$ cat src/hw/sspc_pkg.sv
// Shared constants and types of the shutter safety and positioning block
package sspc_pkg;

  // ****************************************************************
  // Timing
  // ****************************************************************
  localparam int          CLK_HZ      = 40_000_000;
  localparam int          MS_PER_S    = 1000;
  localparam int          CYC_PER_MS  = CLK_HZ / MS_PER_S;
  localparam logic [15:0] REV_MS_RST  = 16'h02BC;  // 700 ms
  localparam logic [15:0] STEP_MS_RST = 16'h00EB;  // 60 s over 255 steps
  localparam logic [9:0]  MS_IN_S     = 10'h3E7;   // Last ms of a second

  // ****************************************************************
  // Register map
  // ****************************************************************
  localparam int         AW       = 8;
  localparam logic [7:0] OFS_CFG  = 8'h00;
  localparam logic [7:0] OFS_WDA  = 8'h04;
  localparam logic [7:0] OFS_WDB  = 8'h08;
  localparam logic [7:0] OFS_TIME = 8'h0C;
  localparam logic [7:0] OFS_CMD  = 8'h10;
  localparam logic [7:0] OFS_SAFE = 8'h14;
  localparam logic [7:0] OFS_STAT = 8'h18;

  // Config fields: channel i uses bits CH_STRIDE*i + {EN, POL, POS}
  localparam int CH_STRIDE = 4;
  localparam int F_EN      = 0;
  localparam int F_POL     = 1;
  localparam int F_POS     = 2;
  localparam int F_EXIT    = 8;
  localparam int F_FAIL    = 11;
  localparam int F_REC     = 13;
  localparam int F_REF     = 15;
  localparam int F_APP     = 17;
  localparam int CFG_W     = 19;
  localparam logic [18:0] CFG_RST = 19'h00423;

  // Command word: code in low nibble, target level in bits 15:8
  localparam int F_TGT     = 8;
  localparam int SAFE_SEL  = 1;

  // ****************************************************************
  // Codes
  // ****************************************************************
  localparam logic [2:0] RX_NONE  = 3'h0;
  localparam logic [2:0] RX_UP    = 3'h1;
  localparam logic [2:0] RX_DOWN  = 3'h2;
  localparam logic [2:0] RX_STOP  = 3'h3;
  localparam logic [2:0] RX_SAVED = 3'h4;

  localparam logic [1:0] REF_OFF    = 2'h0;
  localparam logic [1:0] REF_RETURN = 2'h2;

  localparam logic [1:0] APP_DIRECT = 2'h0;
  localparam logic [1:0] APP_UP     = 2'h1;
  localparam logic [1:0] APP_DOWN   = 2'h2;

  localparam logic [3:0] CMD_UP       = 4'h1;
  localparam logic [3:0] CMD_DOWN     = 4'h2;
  localparam logic [3:0] CMD_STOP     = 4'h3;
  localparam logic [3:0] CMD_GOTO     = 4'h4;
  localparam logic [3:0] CMD_REF      = 4'h5;
  localparam logic [3:0] CMD_AUTOGO   = 4'h6;
  localparam logic [3:0] CMD_TOOL_RST = 4'h7;
  localparam logic [3:0] CMD_AUTO_ON  = 4'h8;
  localparam logic [3:0] CMD_AUTO_OFF = 4'h9;

  localparam logic [7:0] POS_TOP    = 8'h00;
  localparam logic [7:0] POS_BOTTOM = 8'hFF;
  localparam logic [7:0] POS_MID    = 8'h80;

  typedef enum logic [1:0] {DRV_OFF, DRV_UP, DRV_DOWN} sspc_drive_type;

endpackage

$ cat src/hw/sspc_ctrl.sv
// Shutter safety, bus-supply reactions, referencing and positioning
//
// The address map and register access over APB were chosen for this implementation.
`timescale 1ns/100ps
module sspc_ctrl #(
  parameter int CYC_PER_MS = sspc_pkg::CYC_PER_MS
) (
  input  wire logic                   ref_clk,
  input  wire logic                   rst_n,
  input  wire logic                   psel,
  input  wire logic                   penable,
  input  wire logic                   pwrite,
  input  wire logic [sspc_pkg::AW-1:0] paddr,
  input  wire logic [31:0]            pwdata,
  output logic      [31:0]            prdata,
  output logic                        pready,
  output logic                        pslverr,
  input  wire logic                   bus_supply_loss,
  output logic                        relay_up,
  output logic                        relay_down
);
  import sspc_pkg::*;

  // ****************************************************************
  // APB slave, one wait state so read data comes from a flop
  // ****************************************************************
  logic                 rdy_q;
  logic [31:0]          prdata_q, stat, rd_mux;
  logic [CFG_W-1:0]     cfg_q;
  logic [15:0]          wd_lim_q [2];
  logic [15:0]          rev_ms_q;
  logic [15:0]          step_ms_q;

  wire access   = psel & penable;
  wire wr_fire  = access & pwrite & rdy_q;
  wire hit_cfg  = (paddr == OFS_CFG);
  wire hit_wda  = (paddr == OFS_WDA);
  wire hit_wdb  = (paddr == OFS_WDB);
  wire hit_time = (paddr == OFS_TIME);
  wire hit_cmd  = (paddr == OFS_CMD);
  wire hit_safe = (paddr == OFS_SAFE);
  wire hit_stat = (paddr == OFS_STAT);
  wire mapped   = hit_cfg | hit_wda | hit_wdb | hit_time | hit_cmd
                | hit_safe | hit_stat;
  wire cmd_fire = wr_fire & hit_cmd;
  wire [3:0] cmd_code = pwdata[3:0];
  wire [7:0] cmd_tgt  = pwdata[F_TGT +: 8];
  wire tool_rst = cmd_fire & (cmd_code == CMD_TOOL_RST);

  assign rd_mux = hit_cfg  ? {{(32-CFG_W){1'b0}}, cfg_q} :
                  hit_wda  ? {16'h0000, wd_lim_q[0]} :
                  hit_wdb  ? {16'h0000, wd_lim_q[1]} :
                  hit_time ? {step_ms_q, rev_ms_q} :
                  hit_stat ? stat : 32'h0000_0000;
  assign pready  = rdy_q;
  assign pslverr = rdy_q & ~mapped;
  assign prdata  = prdata_q;

  always_ff @(posedge ref_clk or negedge rst_n) begin
    if (!rst_n) begin
      rdy_q    <= 1'b0;
      prdata_q <= 32'h0000_0000;
    end else begin
      rdy_q    <= access & ~rdy_q;
      prdata_q <= (access & ~rdy_q) ? rd_mux : prdata_q;
    end
  end

  always_ff @(posedge ref_clk or negedge rst_n) begin
    if (!rst_n) begin
      cfg_q       <= CFG_RST;
      wd_lim_q[0] <= 16'h0000;
      wd_lim_q[1] <= 16'h0000;
      rev_ms_q    <= REV_MS_RST;
      step_ms_q   <= STEP_MS_RST;
    end else if (wr_fire) begin
      if (hit_cfg) cfg_q <= pwdata[CFG_W-1:0];
      if (hit_wda) wd_lim_q[0] <= pwdata[15:0];
      if (hit_wdb) wd_lim_q[1] <= pwdata[15:0];
      if (hit_time) {step_ms_q, rev_ms_q} <= pwdata;
    end
  end

  // ****************************************************************
  // Time base: millisecond and second ticks
  // ****************************************************************
  logic [31:0] ms_cnt_q;
  logic [9:0]  s_cnt_q;
  wire ms_tick  = (ms_cnt_q == 32'(CYC_PER_MS - 1));
  wire sec_tick = ms_tick & (s_cnt_q == MS_IN_S);

  always_ff @(posedge ref_clk or negedge rst_n) begin
    if (!rst_n) begin
      ms_cnt_q <= 32'h0000_0000;
      s_cnt_q  <= 10'h000;
    end else begin
      ms_cnt_q <= ms_tick ? 32'h0000_0000 : ms_cnt_q + 32'h0000_0001;
      if (ms_tick) s_cnt_q <= sec_tick ? 10'h000 : s_cnt_q + 10'h001;
    end
  end

  // ****************************************************************
  // Supply-loss pin synchroniser and edges
  // ****************************************************************
  logic loss_s1_q, loss_s2_q, loss_s3_q;
  wire loss_rise = loss_s2_q & ~loss_s3_q;
  wire loss_fall = ~loss_s2_q & loss_s3_q;

  always_ff @(posedge ref_clk or negedge rst_n) begin
    if (!rst_n) begin
      {loss_s3_q, loss_s2_q, loss_s1_q} <= 3'h0;
    end else begin
      {loss_s3_q, loss_s2_q, loss_s1_q} <= {loss_s2_q, loss_s1_q,
                                            bus_supply_loss};
    end
  end

  // ****************************************************************
  // Safety channels
  // ****************************************************************
  logic [1:0] act_q;
  logic [15:0] wd_q [2];
  wire saf_tel = wr_fire & hit_safe;

  for (genvar i = 0; i < 2; i++) begin : g_safe
    wire en   = cfg_q[CH_STRIDE*i + F_EN];
    wire pol  = cfg_q[CH_STRIDE*i + F_POL];
    wire tel  = saf_tel & (pwdata[SAFE_SEL] == 1'(i));
    wire wd_on = (wd_lim_q[i] != 16'h0000);
    wire expire = wd_on & sec_tick & (wd_q[i] == 16'h0001);
    always_ff @(posedge ref_clk or negedge rst_n) begin
      if (!rst_n) begin
        act_q[i] <= 1'b0;
        wd_q[i]  <= 16'h0000;
      end else begin
        // A watchdog expiry in the cycle of a tool reset still arms
        if (!en) act_q[i] <= 1'b0;
        else if (tel) act_q[i] <= (pwdata[0] == pol);
        else if (expire) act_q[i] <= 1'b1;
        else if (tool_rst) act_q[i] <= 1'b0;
        if (tel || tool_rst || expire || !wd_on || wd_q[i] == 16'h0000)
          wd_q[i] <= wd_lim_q[i];
        else if (sec_tick) wd_q[i] <= wd_q[i] - 16'h0001;
      end
    end
  end

  // ****************************************************************
  // Motion control
  // ****************************************************************
  sspc_drive_type drv_q, drv_d, want;
  logic [7:0]  pos_q, pos_d, tgt_q, tgt_d, fin_q, fin_d;
  logic [7:0]  saved_q, saved_d, ret_pos_q, ret_pos_d, pend_tgt_q, pend_tgt_d;
  logic        mov_q, mov_d, via_q, via_d, ref_q, ref_d, ret_q, ret_d;
  logic        pend_q, pend_d, auto_q, auto_d, auto_mem_q, auto_mem_d;
  logic        saf_prev_q;
  logic [15:0] gap_q, step_q;
  logic [2:0]  ev;
  logic [8:0]  leg_cmd, leg_pend, leg_saved;

  wire saf_any  = |act_q;
  wire saf_rise = saf_any & ~saf_prev_q;
  wire saf_fall = ~saf_any & saf_prev_q;
  wire [1:0] app_mode = cfg_q[F_APP +: 2];
  wire [1:0] ref_mode = cfg_q[F_REF +: 2];
  wire [1:0] safe_pos = act_q[0] ? cfg_q[F_POS +: 2]
                                 : cfg_q[CH_STRIDE + F_POS +: 2];
  wire arrive  = mov_q & (pos_q == tgt_q);
  wire running = (drv_q != DRV_OFF);
  wire step_tick = running & ms_tick & (step_q >= step_ms_q);
  wire is_goto = (cmd_code == CMD_GOTO)
               | ((cmd_code == CMD_AUTOGO) & auto_q);

  // First leg of an approach: {via_end_first, first_target}
  function automatic logic [8:0] leg(input logic [1:0] mode,
                                     input logic [7:0] pos,
                                     input logic [7:0] t);
    logic [7:0] e;
    e = (pos < POS_MID) ? POS_TOP : POS_BOTTOM;
    if (mode == APP_UP) e = POS_TOP;
    if (mode == APP_DOWN) e = POS_BOTTOM;
    leg = (mode == APP_DIRECT) ? {1'b0, t} : {1'b1, e};
  endfunction

  assign leg_cmd   = leg(app_mode, pos_q, cmd_tgt);
  assign leg_pend  = leg(app_mode, pos_q, pend_tgt_q);
  assign leg_saved = {1'b0, saved_q};

  // Supply events first, then safety edges; 3-bit code of the reaction
  assign ev = loss_rise ? {1'b0, cfg_q[F_FAIL +: 2]} :
              loss_fall ? {1'b0, cfg_q[F_REC +: 2]} :
              saf_rise  ? {1'b0, safe_pos} :
              saf_fall  ? cfg_q[F_EXIT +: 3] : RX_NONE;

  always_comb begin
    {pos_d, tgt_d, fin_d, saved_d} = {pos_q, tgt_q, fin_q, saved_q};
    {ret_pos_d, pend_tgt_d} = {ret_pos_q, pend_tgt_q};
    {mov_d, via_d, ref_d} = {mov_q, via_q, ref_q};
    {ret_d, pend_d, auto_d, auto_mem_d} = {ret_q, pend_q, auto_q, auto_mem_q};
    if (step_tick) begin
      pos_d = (drv_q == DRV_UP) ? pos_q - 8'h01 : pos_q + 8'h01;
    end
    if (arrive) begin
      mov_d = 1'b0;
      if (via_q) begin
        tgt_d = fin_q;
        via_d = 1'b0;
        mov_d = 1'b1;
      end else if (ref_q) begin
        ref_d = 1'b0;
        if (pend_q) begin
          pend_d = 1'b0;
          {via_d, tgt_d} = leg_pend;
          fin_d = pend_tgt_q;
          mov_d = 1'b1;
        end else if (ref_mode == REF_RETURN) begin
          tgt_d = ret_pos_q;
          ret_d = 1'b1;
          mov_d = 1'b1;
        end
      end else if (ret_q) begin
        ret_d = 1'b0;
        if (auto_mem_q) auto_d = 1'b1;
      end
    end
    if (saf_rise) saved_d = via_q ? fin_q : (mov_q ? tgt_q : pos_q);
    if (ev != RX_NONE) begin
      ref_d = 1'b0;
      ret_d = 1'b0;
      pend_d = 1'b0;
      via_d = 1'b0;
      mov_d = 1'b1;
      case (ev)
        RX_UP: begin
          tgt_d = POS_TOP;
        end
        RX_DOWN: begin
          tgt_d = POS_BOTTOM;
        end
        RX_SAVED: begin
          {via_d, tgt_d} = leg_saved;
        end
        default: begin
          mov_d = 1'b0;
        end
      endcase
    end else if (cmd_fire && saf_any) begin
      if (is_goto) saved_d = cmd_tgt;
    end else if (cmd_fire) begin
      if (cmd_code == CMD_UP || cmd_code == CMD_DOWN
          || cmd_code == CMD_STOP) begin
        ref_d = 1'b0;
        ret_d = 1'b0;
        pend_d = 1'b0;
        via_d = 1'b0;
        mov_d = (cmd_code != CMD_STOP);
        tgt_d = (cmd_code == CMD_UP) ? POS_TOP : POS_BOTTOM;
      end else if (is_goto && ref_q) begin
        pend_d = 1'b1;
        pend_tgt_d = cmd_tgt;
      end else if (is_goto) begin
        {via_d, tgt_d} = leg_cmd;
        fin_d = cmd_tgt;
        mov_d = 1'b1;
        ret_d = 1'b0;
      end else if (cmd_code == CMD_REF && ref_mode != REF_OFF) begin
        ref_d = 1'b1;
        ret_d = 1'b0;
        pend_d = 1'b0;
        ret_pos_d = via_q ? fin_q : (mov_q ? tgt_q : pos_q);
        auto_mem_d = auto_q;
        auto_d = 1'b0;
        pos_d = POS_BOTTOM;
        tgt_d = POS_TOP;
        via_d = 1'b0;
        mov_d = 1'b1;
      end else if (cmd_code == CMD_AUTO_ON) begin
        auto_d = 1'b1;
      end else if (cmd_code == CMD_AUTO_OFF) begin
        auto_d = 1'b0;
      end
    end
  end

  // ****************************************************************
  // Relay driver with reversing gap
  // ****************************************************************
  // Any de-energising loads the gap, so a stop followed by the other
  // direction also honours the reversing time
  assign want = (!mov_q || pos_q == tgt_q) ? DRV_OFF :
                (tgt_q < pos_q) ? DRV_UP : DRV_DOWN;

  always_comb begin
    drv_d = drv_q;
    case (drv_q)
      DRV_OFF: begin
        if (gap_q == 16'h0000) drv_d = want;
      end
      default: begin
        if (want != drv_q) drv_d = DRV_OFF;
      end
    endcase
  end

  always_ff @(posedge ref_clk or negedge rst_n) begin
    if (!rst_n) begin
      drv_q <= DRV_OFF;
      gap_q <= 16'h0000;
      step_q <= 16'h0000;
    end else begin
      drv_q <= drv_d;
      if (running && drv_d == DRV_OFF) gap_q <= rev_ms_q + 16'h0001;
      else if (ms_tick && gap_q != 16'h0000) gap_q <= gap_q - 16'h0001;
      if (!running || step_tick) step_q <= 16'h0000;
      else if (ms_tick) step_q <= step_q + 16'h0001;
    end
  end

  assign relay_up   = (drv_q == DRV_UP);
  assign relay_down = (drv_q == DRV_DOWN);

  always_ff @(posedge ref_clk or negedge rst_n) begin
    if (!rst_n) begin
      {pos_q, tgt_q, fin_q} <= {3{POS_TOP}};
      {saved_q, ret_pos_q, pend_tgt_q} <= {3{POS_TOP}};
      {mov_q, via_q, ref_q, ret_q, pend_q} <= 5'h00;
      {auto_q, auto_mem_q, saf_prev_q} <= 3'h0;
    end else begin
      {pos_q, tgt_q, fin_q} <= {pos_d, tgt_d, fin_d};
      {saved_q, ret_pos_q, pend_tgt_q} <= {saved_d, ret_pos_d, pend_tgt_d};
      {mov_q, via_q, ref_q, ret_q, pend_q} <=
        {mov_d, via_d, ref_d, ret_d, pend_d};
      {auto_q, auto_mem_q, saf_prev_q} <= {auto_d, auto_mem_d, saf_any};
    end
  end

  assign stat = {16'h0000, loss_s2_q, auto_q, pend_q, ref_q, mov_q,
                 act_q, relay_down, pos_q};
endmodule

$ cat config.mk
export PLATFORM = sky130hd
export DESIGN_NAME = sspc_ctrl
export DESIGN_NICKNAME = d
export VERILOG_FILES = /design/src/hw/sspc_pkg.sv /design/src/hw/sspc_ctrl.sv
export SDC_FILE = /design/constraint.sdc
export NUM_CORES = 1
export LEC_CHECK = 0
export BUFFER_PORTS_ARGS = -buffer_cell sky130_fd_sc_hd__buf_2
export CORE_ASPECT_RATIO = 1.1
export CORE_MARGIN = 2
export CORE_UTILIZATION = 40
export CTS_BUF_LIST = sky130_fd_sc_hd__clkbuf_16
export DETAILED_ROUTE_END_ITERATION = 8
export GPL_ROUTABILITY_DRIVEN = 0
export HOLD_SLACK_MARGIN = 0.06
export PLACE_DENSITY = 0.59
export SYNTH_ARGS = -nofsm -noshare
export SYNTH_HDL_FRONTEND = slang
export SYNTH_SLANG_ARGS = --single-unit
$ cat constraint.sdc
create_clock -name ref_clk -period 4.2 [get_ports ref_clk]
set_clock_uncertainty 0.2 [all_clocks]
set_input_delay 0.84 -clock ref_clk [delete_from_list [all_inputs] [get_ports ref_clk]]
set_output_delay 0.84 -clock ref_clk [all_outputs]
set_load 0.01 [all_outputs]
# ---- Word level (Yosys, flattened, before mapping)
# Index checks and enable logic that the tools add are counted.
dict set report word_totals {
  out_inout_bits 36
  register_bits 285
  inputBits 46
  elab_cells 312
}
dict set report op_classes {
  eq_ne 34
  reduce_logical 46
  magnitude_cmp 3
  add_sub_neg 9
  mux 145
  bitwise 42
}
# operator n
set ops {}
lappend ops {{2-to-1 mux 8 bit} 41}
lappend ops {{2-to-1 mux 32 bit} 5}
lappend ops {{2-to-1 mux 16 bit} 9}
lappend ops {{2-to-1 mux 1 bit} 76}
lappend ops {{zero test 16 bit} 3}
lappend ops {{nonzero test 16 bit} 3}
lappend ops {{subtractor 16 x 1 -> 16 bit (second input constant)} 3}
lappend ops {{adder 16 x 1 -> 16 bit (second input constant)} 2}
lappend ops {{adder 32 x 1 -> 32 bit (second input constant)} 1}
lappend ops {{equality test 16 x 1 -> 1 bit (second input constant)} 2}
lappend ops {{equality test 32 x 16 -> 1 bit (second input constant)} 1}
lappend ops {{equality test 8 x 5 -> 1 bit (second input constant)} 3}
lappend ops {{one-hot mux 8 bit (3 select lines)} 1}
lappend ops {{bitwise AND 1 bit} 23}
lappend ops {{2-to-1 mux 9 bit} 2}
lappend ops {{equality test 4 x 3 -> 1 bit (second input constant)} 4}
lappend ops {{equality test 8 x 4 -> 1 bit (second input constant)} 2}
lappend ops {{>= comparator 16 bit} 1}
lappend ops {{logical OR 1 bit} 12}
lappend ops {{2-to-1 mux 2 bit} 6}
lappend ops {{2-to-1 mux 3 bit} 4}
lappend ops {{inverter 1 bit} 12}
lappend ops {{nonzero test 2 bit} 6}
lappend ops {{adder 10 x 1 -> 10 bit (second input constant)} 1}
lappend ops {{31 further kinds} 56}

# ---- Depth between registers and ports, before layout
dict set report logic_depth {
  word_depth 16
  mapped_depth 11
  ltp_nobuf 10
}

# ---- Worst setup path before layout
# No wires, ideal clock.
dict set report synth_timing {
  path_kind {input -> register}
  start {input paddr[4] (netlist name)}
  end {register rev_ms_q[15]}
  t_required_ns 3.875
  cell_stages 9
  setup_ns 0.125
  setup_slack_ns 0.967
  path_buffers 4
  arrival_time_ns 2.908
  cell_sequence {clkbuf_1 -> nor4_1 -> and3_1 -> clkbuf_1 -> and2_1 -> clkbuf_1 -> nand2_1 -> clkbuf_1 -> mux2_2}
}
dict set report synth_via {
  elab_chain_len 2
}
# item line
set synth_rtl {}
lappend synth_rtl {{start, declared} sspc_ctrl.sv:13} ;# input wire logic [sspc_pkg::AW-1:0] paddr,
lappend synth_rtl {{equality test 8 x 4 -> 1 bit} sspc_ctrl.sv:39} ;# wire hit_time = (paddr == OFS_TIME);
lappend synth_rtl {{AND reduction 2 bit (no source line)} n/a}
lappend synth_rtl {{end signal, assigned} sspc_ctrl.sv:80} ;# if (hit_time) {step_ms_q, rev_ms_q} <= pwdata;
lappend synth_rtl {{end, declared} sspc_ctrl.sv:31} ;# logic [15:0] rev_ms_q;
# Every way passes these cells.
# A chain may end at the register's enable or synchronous reset.

# ---- Worst setup path in the final report
dict set report layout_timing {
  start {register ms_cnt_q[17]}
  end {register pos_q[7]}
}
dict set report layout_via {
  elab_chain_len 11
}
# item line
set layout_rtl {}
lappend layout_rtl {{start, declared} sspc_ctrl.sv:87} ;# logic [31:0] ms_cnt_q;
lappend layout_rtl {{start signal, assigned} sspc_ctrl.sv:97} ;# ms_cnt_q <= ms_tick ? 32'h0000_0000 : ms_cnt_q + 32'h0000_0001;
lappend layout_rtl {{equality test 32 x 16 -> 1 bit *} sspc_ctrl.sv:89} ;# wire ms_tick = (ms_cnt_q == 32'(CYC_PER_MS - 1));
lappend layout_rtl {{bitwise AND 1 bit * (2 in series)} sspc_ctrl.sv:170} ;# wire step_tick = running & ms_tick & (step_q >= step_ms_q);
lappend layout_rtl {{2-to-1 mux 8 bit *} sspc_ctrl.sv:200} ;# if (step_tick) begin
lappend layout_rtl {{2-to-1 mux 8 bit} sspc_ctrl.sv:266} ;# end else if (cmd_code == CMD_REF && ref_mode != REF_OFF) begin
lappend layout_rtl {{2-to-1 mux 8 bit} sspc_ctrl.sv:261} ;# end else if (is_goto) begin
lappend layout_rtl {{2-to-1 mux 8 bit} sspc_ctrl.sv:258} ;# end else if (is_goto && ref_q) begin
lappend layout_rtl {{2-to-1 mux 8 bit} sspc_ctrl.sv:250} ;# if (cmd_code == CMD_UP || cmd_code == CMD_DOWN
lappend layout_rtl {{2-to-1 mux 8 bit} sspc_ctrl.sv:249} ;# end else if (cmd_fire) begin
lappend layout_rtl {{2-to-1 mux 8 bit} sspc_ctrl.sv:247} ;# end else if (cmd_fire && saf_any) begin
lappend layout_rtl {{2-to-1 mux 8 bit *} sspc_ctrl.sv:227} ;# if (ev != RX_NONE) begin
lappend layout_rtl {{net pos_d[7]} sspc_ctrl.sv:152} ;# logic [7:0] pos_q, pos_d, tgt_q, tgt_d, fin_q, fin_d;
lappend layout_rtl {{end signal, assigned} sspc_ctrl.sv:324} ;# {pos_q, tgt_q, fin_q} <= {3{POS_TOP}};
lappend layout_rtl {{end signal, assigned} sspc_ctrl.sv:329} ;# {pos_q, tgt_q, fin_q} <= {pos_d, tgt_d, fin_d};
lappend layout_rtl {{end, declared} sspc_ctrl.sv:152}
# The timed path passes the listed nets; every way through them passes the cells marked *.

==> results.py <==
metrics = {
    "clock_tree": {
        "cts_tree": "built",
        "postCtsSetupBuffers": 0,
        "path_clk_slew_ns": 0.06,
        "clkSinkCount": 285,
        "clockBufferDepth": 3,
        "insertion_delay_ns": 0.54,
        "cts_hold_buf": 0,
        "root_buffer": "clkbuf_16",
        "htreeDepth": 2,
        "cts_resized": 0,
        "numCtsBuffers": 34,
    },
    "detailed_routing": {
        "drc": 0,
        "firstDrtPassIters": 5,
        "drtIter0Drc": 943,
        "wl_per_cell_um": 20.30,
        "wirelength_um": 45080,
        "dr_total_vias": 12530,
        "ant_nets": 0,
        "via_per_inst": 5.642,
    },
    "worst_setup_path": {
        "critPathArrivalTime_ns": 3.67,
        "endpoint": "pos_q[7]$_DFF_PN0_",
        "cp_cell_sequence": "or4_1 > or4_1 > nor3_4 > buf_4 > nand2_1 > nor4_1 > xnor2_1 > nand2_1",
        "critPathTopFamily": "simple AND/OR/NAND/NOR gates",
        "critical-path-max-stage-delay_ns": 0.73,
        "timing_worst_setup_path_type": "flop to flop",
        "crit_path_top_delay_cell": "or4_1",
        "crit_path_end_kind": "flop",
        "path_buf_inv": 1,
        "crit_start": "ms_cnt_q[17]$_DFF_PN0_",
        "r2r_end": "pos_q[7]$_DFF_PN0_",
        "r2r_slack_ns": 0.72,
        "r2r-start": "ms_cnt_q[17]$_DFF_PN0_",
        "path_depth": 8,
        "worstPathMaxFanout": 10,
        "worstRegToRegCells": 8,
        "cp.required_ns": 4.40,
        "start_kind": "flop",
    },
    "place": {
        "post-place-ws_ns": 0.6320,
        "dp_hpwl_um": 32680,
        "dpl_cell_area_sq_mm": 0.01636,
        "port_buffers": 81,
    },
    "global_routing": {
        "grt_overflow": 0,
        "grt_usage": 0.2303,
        "antenna_found_initial": 4,
        "grt_pass1_wl_um": 71450,
        "grt_max_degree": 83,
        "grt_pass1_vias": 12470,
    },
    "power": {
        "leakagePower_nw": 7.697,
        "p_int_w": 0.004537,
        "p_seq_frac": 0.454,
        "p_per_area_mw_per_mm2": 358.5,
        "clkPwrFrac": 0.442,
        "power.switching_w": 0.001693,
        "peakVddDrop_v": 0.0002655,
        "power_frac_comb": 0.104,
        "swShare": 0.2718,
    },
    "timing": {
        "setup_tns_ns": 0,
        "finalCritPeriodShare": 0.8276,
        "tightest_slew_ns": 1.287,
        "fmax_mhz": 287.7,
        "rsz0062_at_grt": "false",
        "period_needed_ns": 3.476,
        "setup_viol": 0,
        "finalHoldViolCount": 0,
        "setup_ws_ns": 0.7242,
        "slew_headroom": 0.1338,
        "slew_viol_final": 0,
    },
    "logic_synthesis": {
        "synthMuxAreaShare": 0.07101,
        "synth-simple-area-share": 0.1953,
        "syn_avg_cell_area_sq_um": 9.462,
        "syn_inst": 1622,
        "synth.distinct_cells": 74,
        "ys.flop_type": "dfrtp_1",
        "synthXorXnorAreaFrac": 0.06049,
        "ys_warn_count": 0,
        "synth_edf_count": 0,
        "synth_compound_area_frac": 0.1394,
        "synthAdderAreaFrac": 0.03310,
        "synth_top_family_by_area": "simple AND/OR/NAND/NOR gates",
        "yosysSeqAreaShare": 0.4660,
        "synth_nets": 1708,
        "syn-cell-area_sq_mm": 0.01535,
        "async_flop_share": 1.000,
        "synth-seq-cells": 285,
    },
    "layout": {
        "finalInstanceArea_sq_mm": 0.01738,
        "syn2layout_area_growth_pct": 13.23,
        "nets": 1781,
        "postLayoutCoreUtil": 0.4573,
        "drive_gt1_frac": 0.1512,
    },
    "min_path": {
        "hp-class": "primary input to async pin",
    },
    "floorplanning": {
        "placeableCoreArea_sq_mm": 0.03801,
        "die_w_um": 190.8,
        "dieArea_sq_mm": 0.03995,
        "rows": 75,
        "ios": 82,
        "die_h_um": 209.4,
        "initial_utilization": 0.4038,
    },
    "job": {
        "maxCapViolations": 0,
    },
    "status": {
        "outcome": "complete, no violations",
    },
}
==> cells in the final DEF (no fill, tap or decap), drive strengths merged, types with 59 or more instances in the layout <==
cell type and count:
a21oi 76, buf 109, dfrtp 269, inv 66, mux2 71, nand2 203
nand3 74, nor2 129, o21ai 149, xnor2 59
==> layer usage <==
| layer | global-route usage | wire length (um) | up-vias |
|---|---|---|---|
| met3 | 0.04281 | 2546 | 112 |
| met1 | 0.3046 | 19620 | 6119 |
| met5 | 0 | 32 | - |
| met4 | 0.07565 | 1566 | 6 |
| li1 | - | - | 5936 |
| met2 | 0.3801 | 21310 | 357 |
==> cell usage after synthesis, drive strengths merged (29+ instances only) <==
cell type / n / share of area
a21oi: 76 / 0.025
clkbuf: 58 / 0.014
dfrtp: 269 / 0.44
ha: 39 / 0.032
inv: 61 / 0.015
mux2: 71 / 0.052
mux2i: 29 / 0.019
nand2: 203 / 0.050
nand3: 74 / 0.024
nor2: 129 / 0.032
nor3: 37 / 0.013
nor4: 37 / 0.018
o21ai: 149 / 0.049
xnor2: 59 / 0.034
xor2: 47 / 0.027
==> metrics by stage <==
step	std cells	hold WS [ns]	total power (W)
finish	2221	0.08867	0.006230
global placement	2159	0.1353	0.003510
global route	2220	0.1451	0.006485
CTS	2220	0.1331	0.006286
floorplan	1622	0.1312	0.003267
detailed placement	2159	0.1387	0.003523
==> worst min-delay path by stage <==
stage                             end  cells past startpoint
2_1_floorplan     loss_s2_q$_DFF_PN0_                      0
3_3_place_gp      loss_s2_q$_DFF_PN0_                      0
3_5_place_dp      loss_s2_q$_DFF_PN0_                      0
4_1_cts        ms_cnt_q[29]$_DFF_PN0_                      1
5_1_grt        ms_cnt_q[29]$_DFF_PN0_                      1
6_report       ms_cnt_q[31]$_DFF_PN0_                      1
==> layout make-up <==
| class | instances | area [sq um] |
|---|---|---|
| diodes | 1 | 2.502 |
| clock buffers | 34 | 850.8 |
| clock inverters | 27 | 166.4 |
| fillers | 3712 | 20630 |
| inverters | 62 | 232.7 |
| multi-input cells | 1203 | 7685 |
| flip-flops and latches | 285 | 7152 |
| well taps | 500 | 625.6 |
| repair buffers | 109 | 663.1 |
==> sequential cells by signal, indices dropped and copies added, names as in the netlist, 2 cells and up <==
| name | flops |
|---|---|
| act_q | 2 |
| cfg_q | 19 |
| drv_q | 2 |
| fin_q | 8 |
| gap_q | 16 |
| ms_cnt_q | 32 |
| pend_tgt_q | 8 |
| pos_q | 8 |
| prdata | 32 |
| ret_pos_q | 8 |
| rev_ms_q | 16 |
| s_cnt_q | 10 |
| saved_q | 8 |
| step_ms_q | 16 |
| step_q | 16 |
| tgt_q | 8 |
| wd_lim_q | 32 |
| wd_q | 32 |
==> cells by family (layout without fill, tap and decap cells) <==
| logic type | Yosys count | in the layout |
|---|---|---|
| and+or+nand+nor | 608 | 608 |
| muxes | 100 | 100 |
| AOI/OAI and AO/OA | 349 | 349 |
| adders and majority gates | 40 | 40 |
| other | 0 | 1 |
| DFF | 285 | 285 |
| buffers and inverters | 134 | 232 |
| xor gates and xnor gates | 106 | 106 |
==> power by group through the flow <==
stage | clock network [W] | logic, W | registers [W]
floorplan | 0 | 0.000406 | 0.00286
global placement | 0 | 0.000637 | 0.00287
detailed placement | 0 | 0.000649 | 0.00287
CTS | 0.00281 | 0.000651 | 0.00282
global route | 0.00293 | 0.000728 | 0.00283
finish | 0.00275 | 0.000651 | 0.00283
Power figures use the tool's default switching activity.
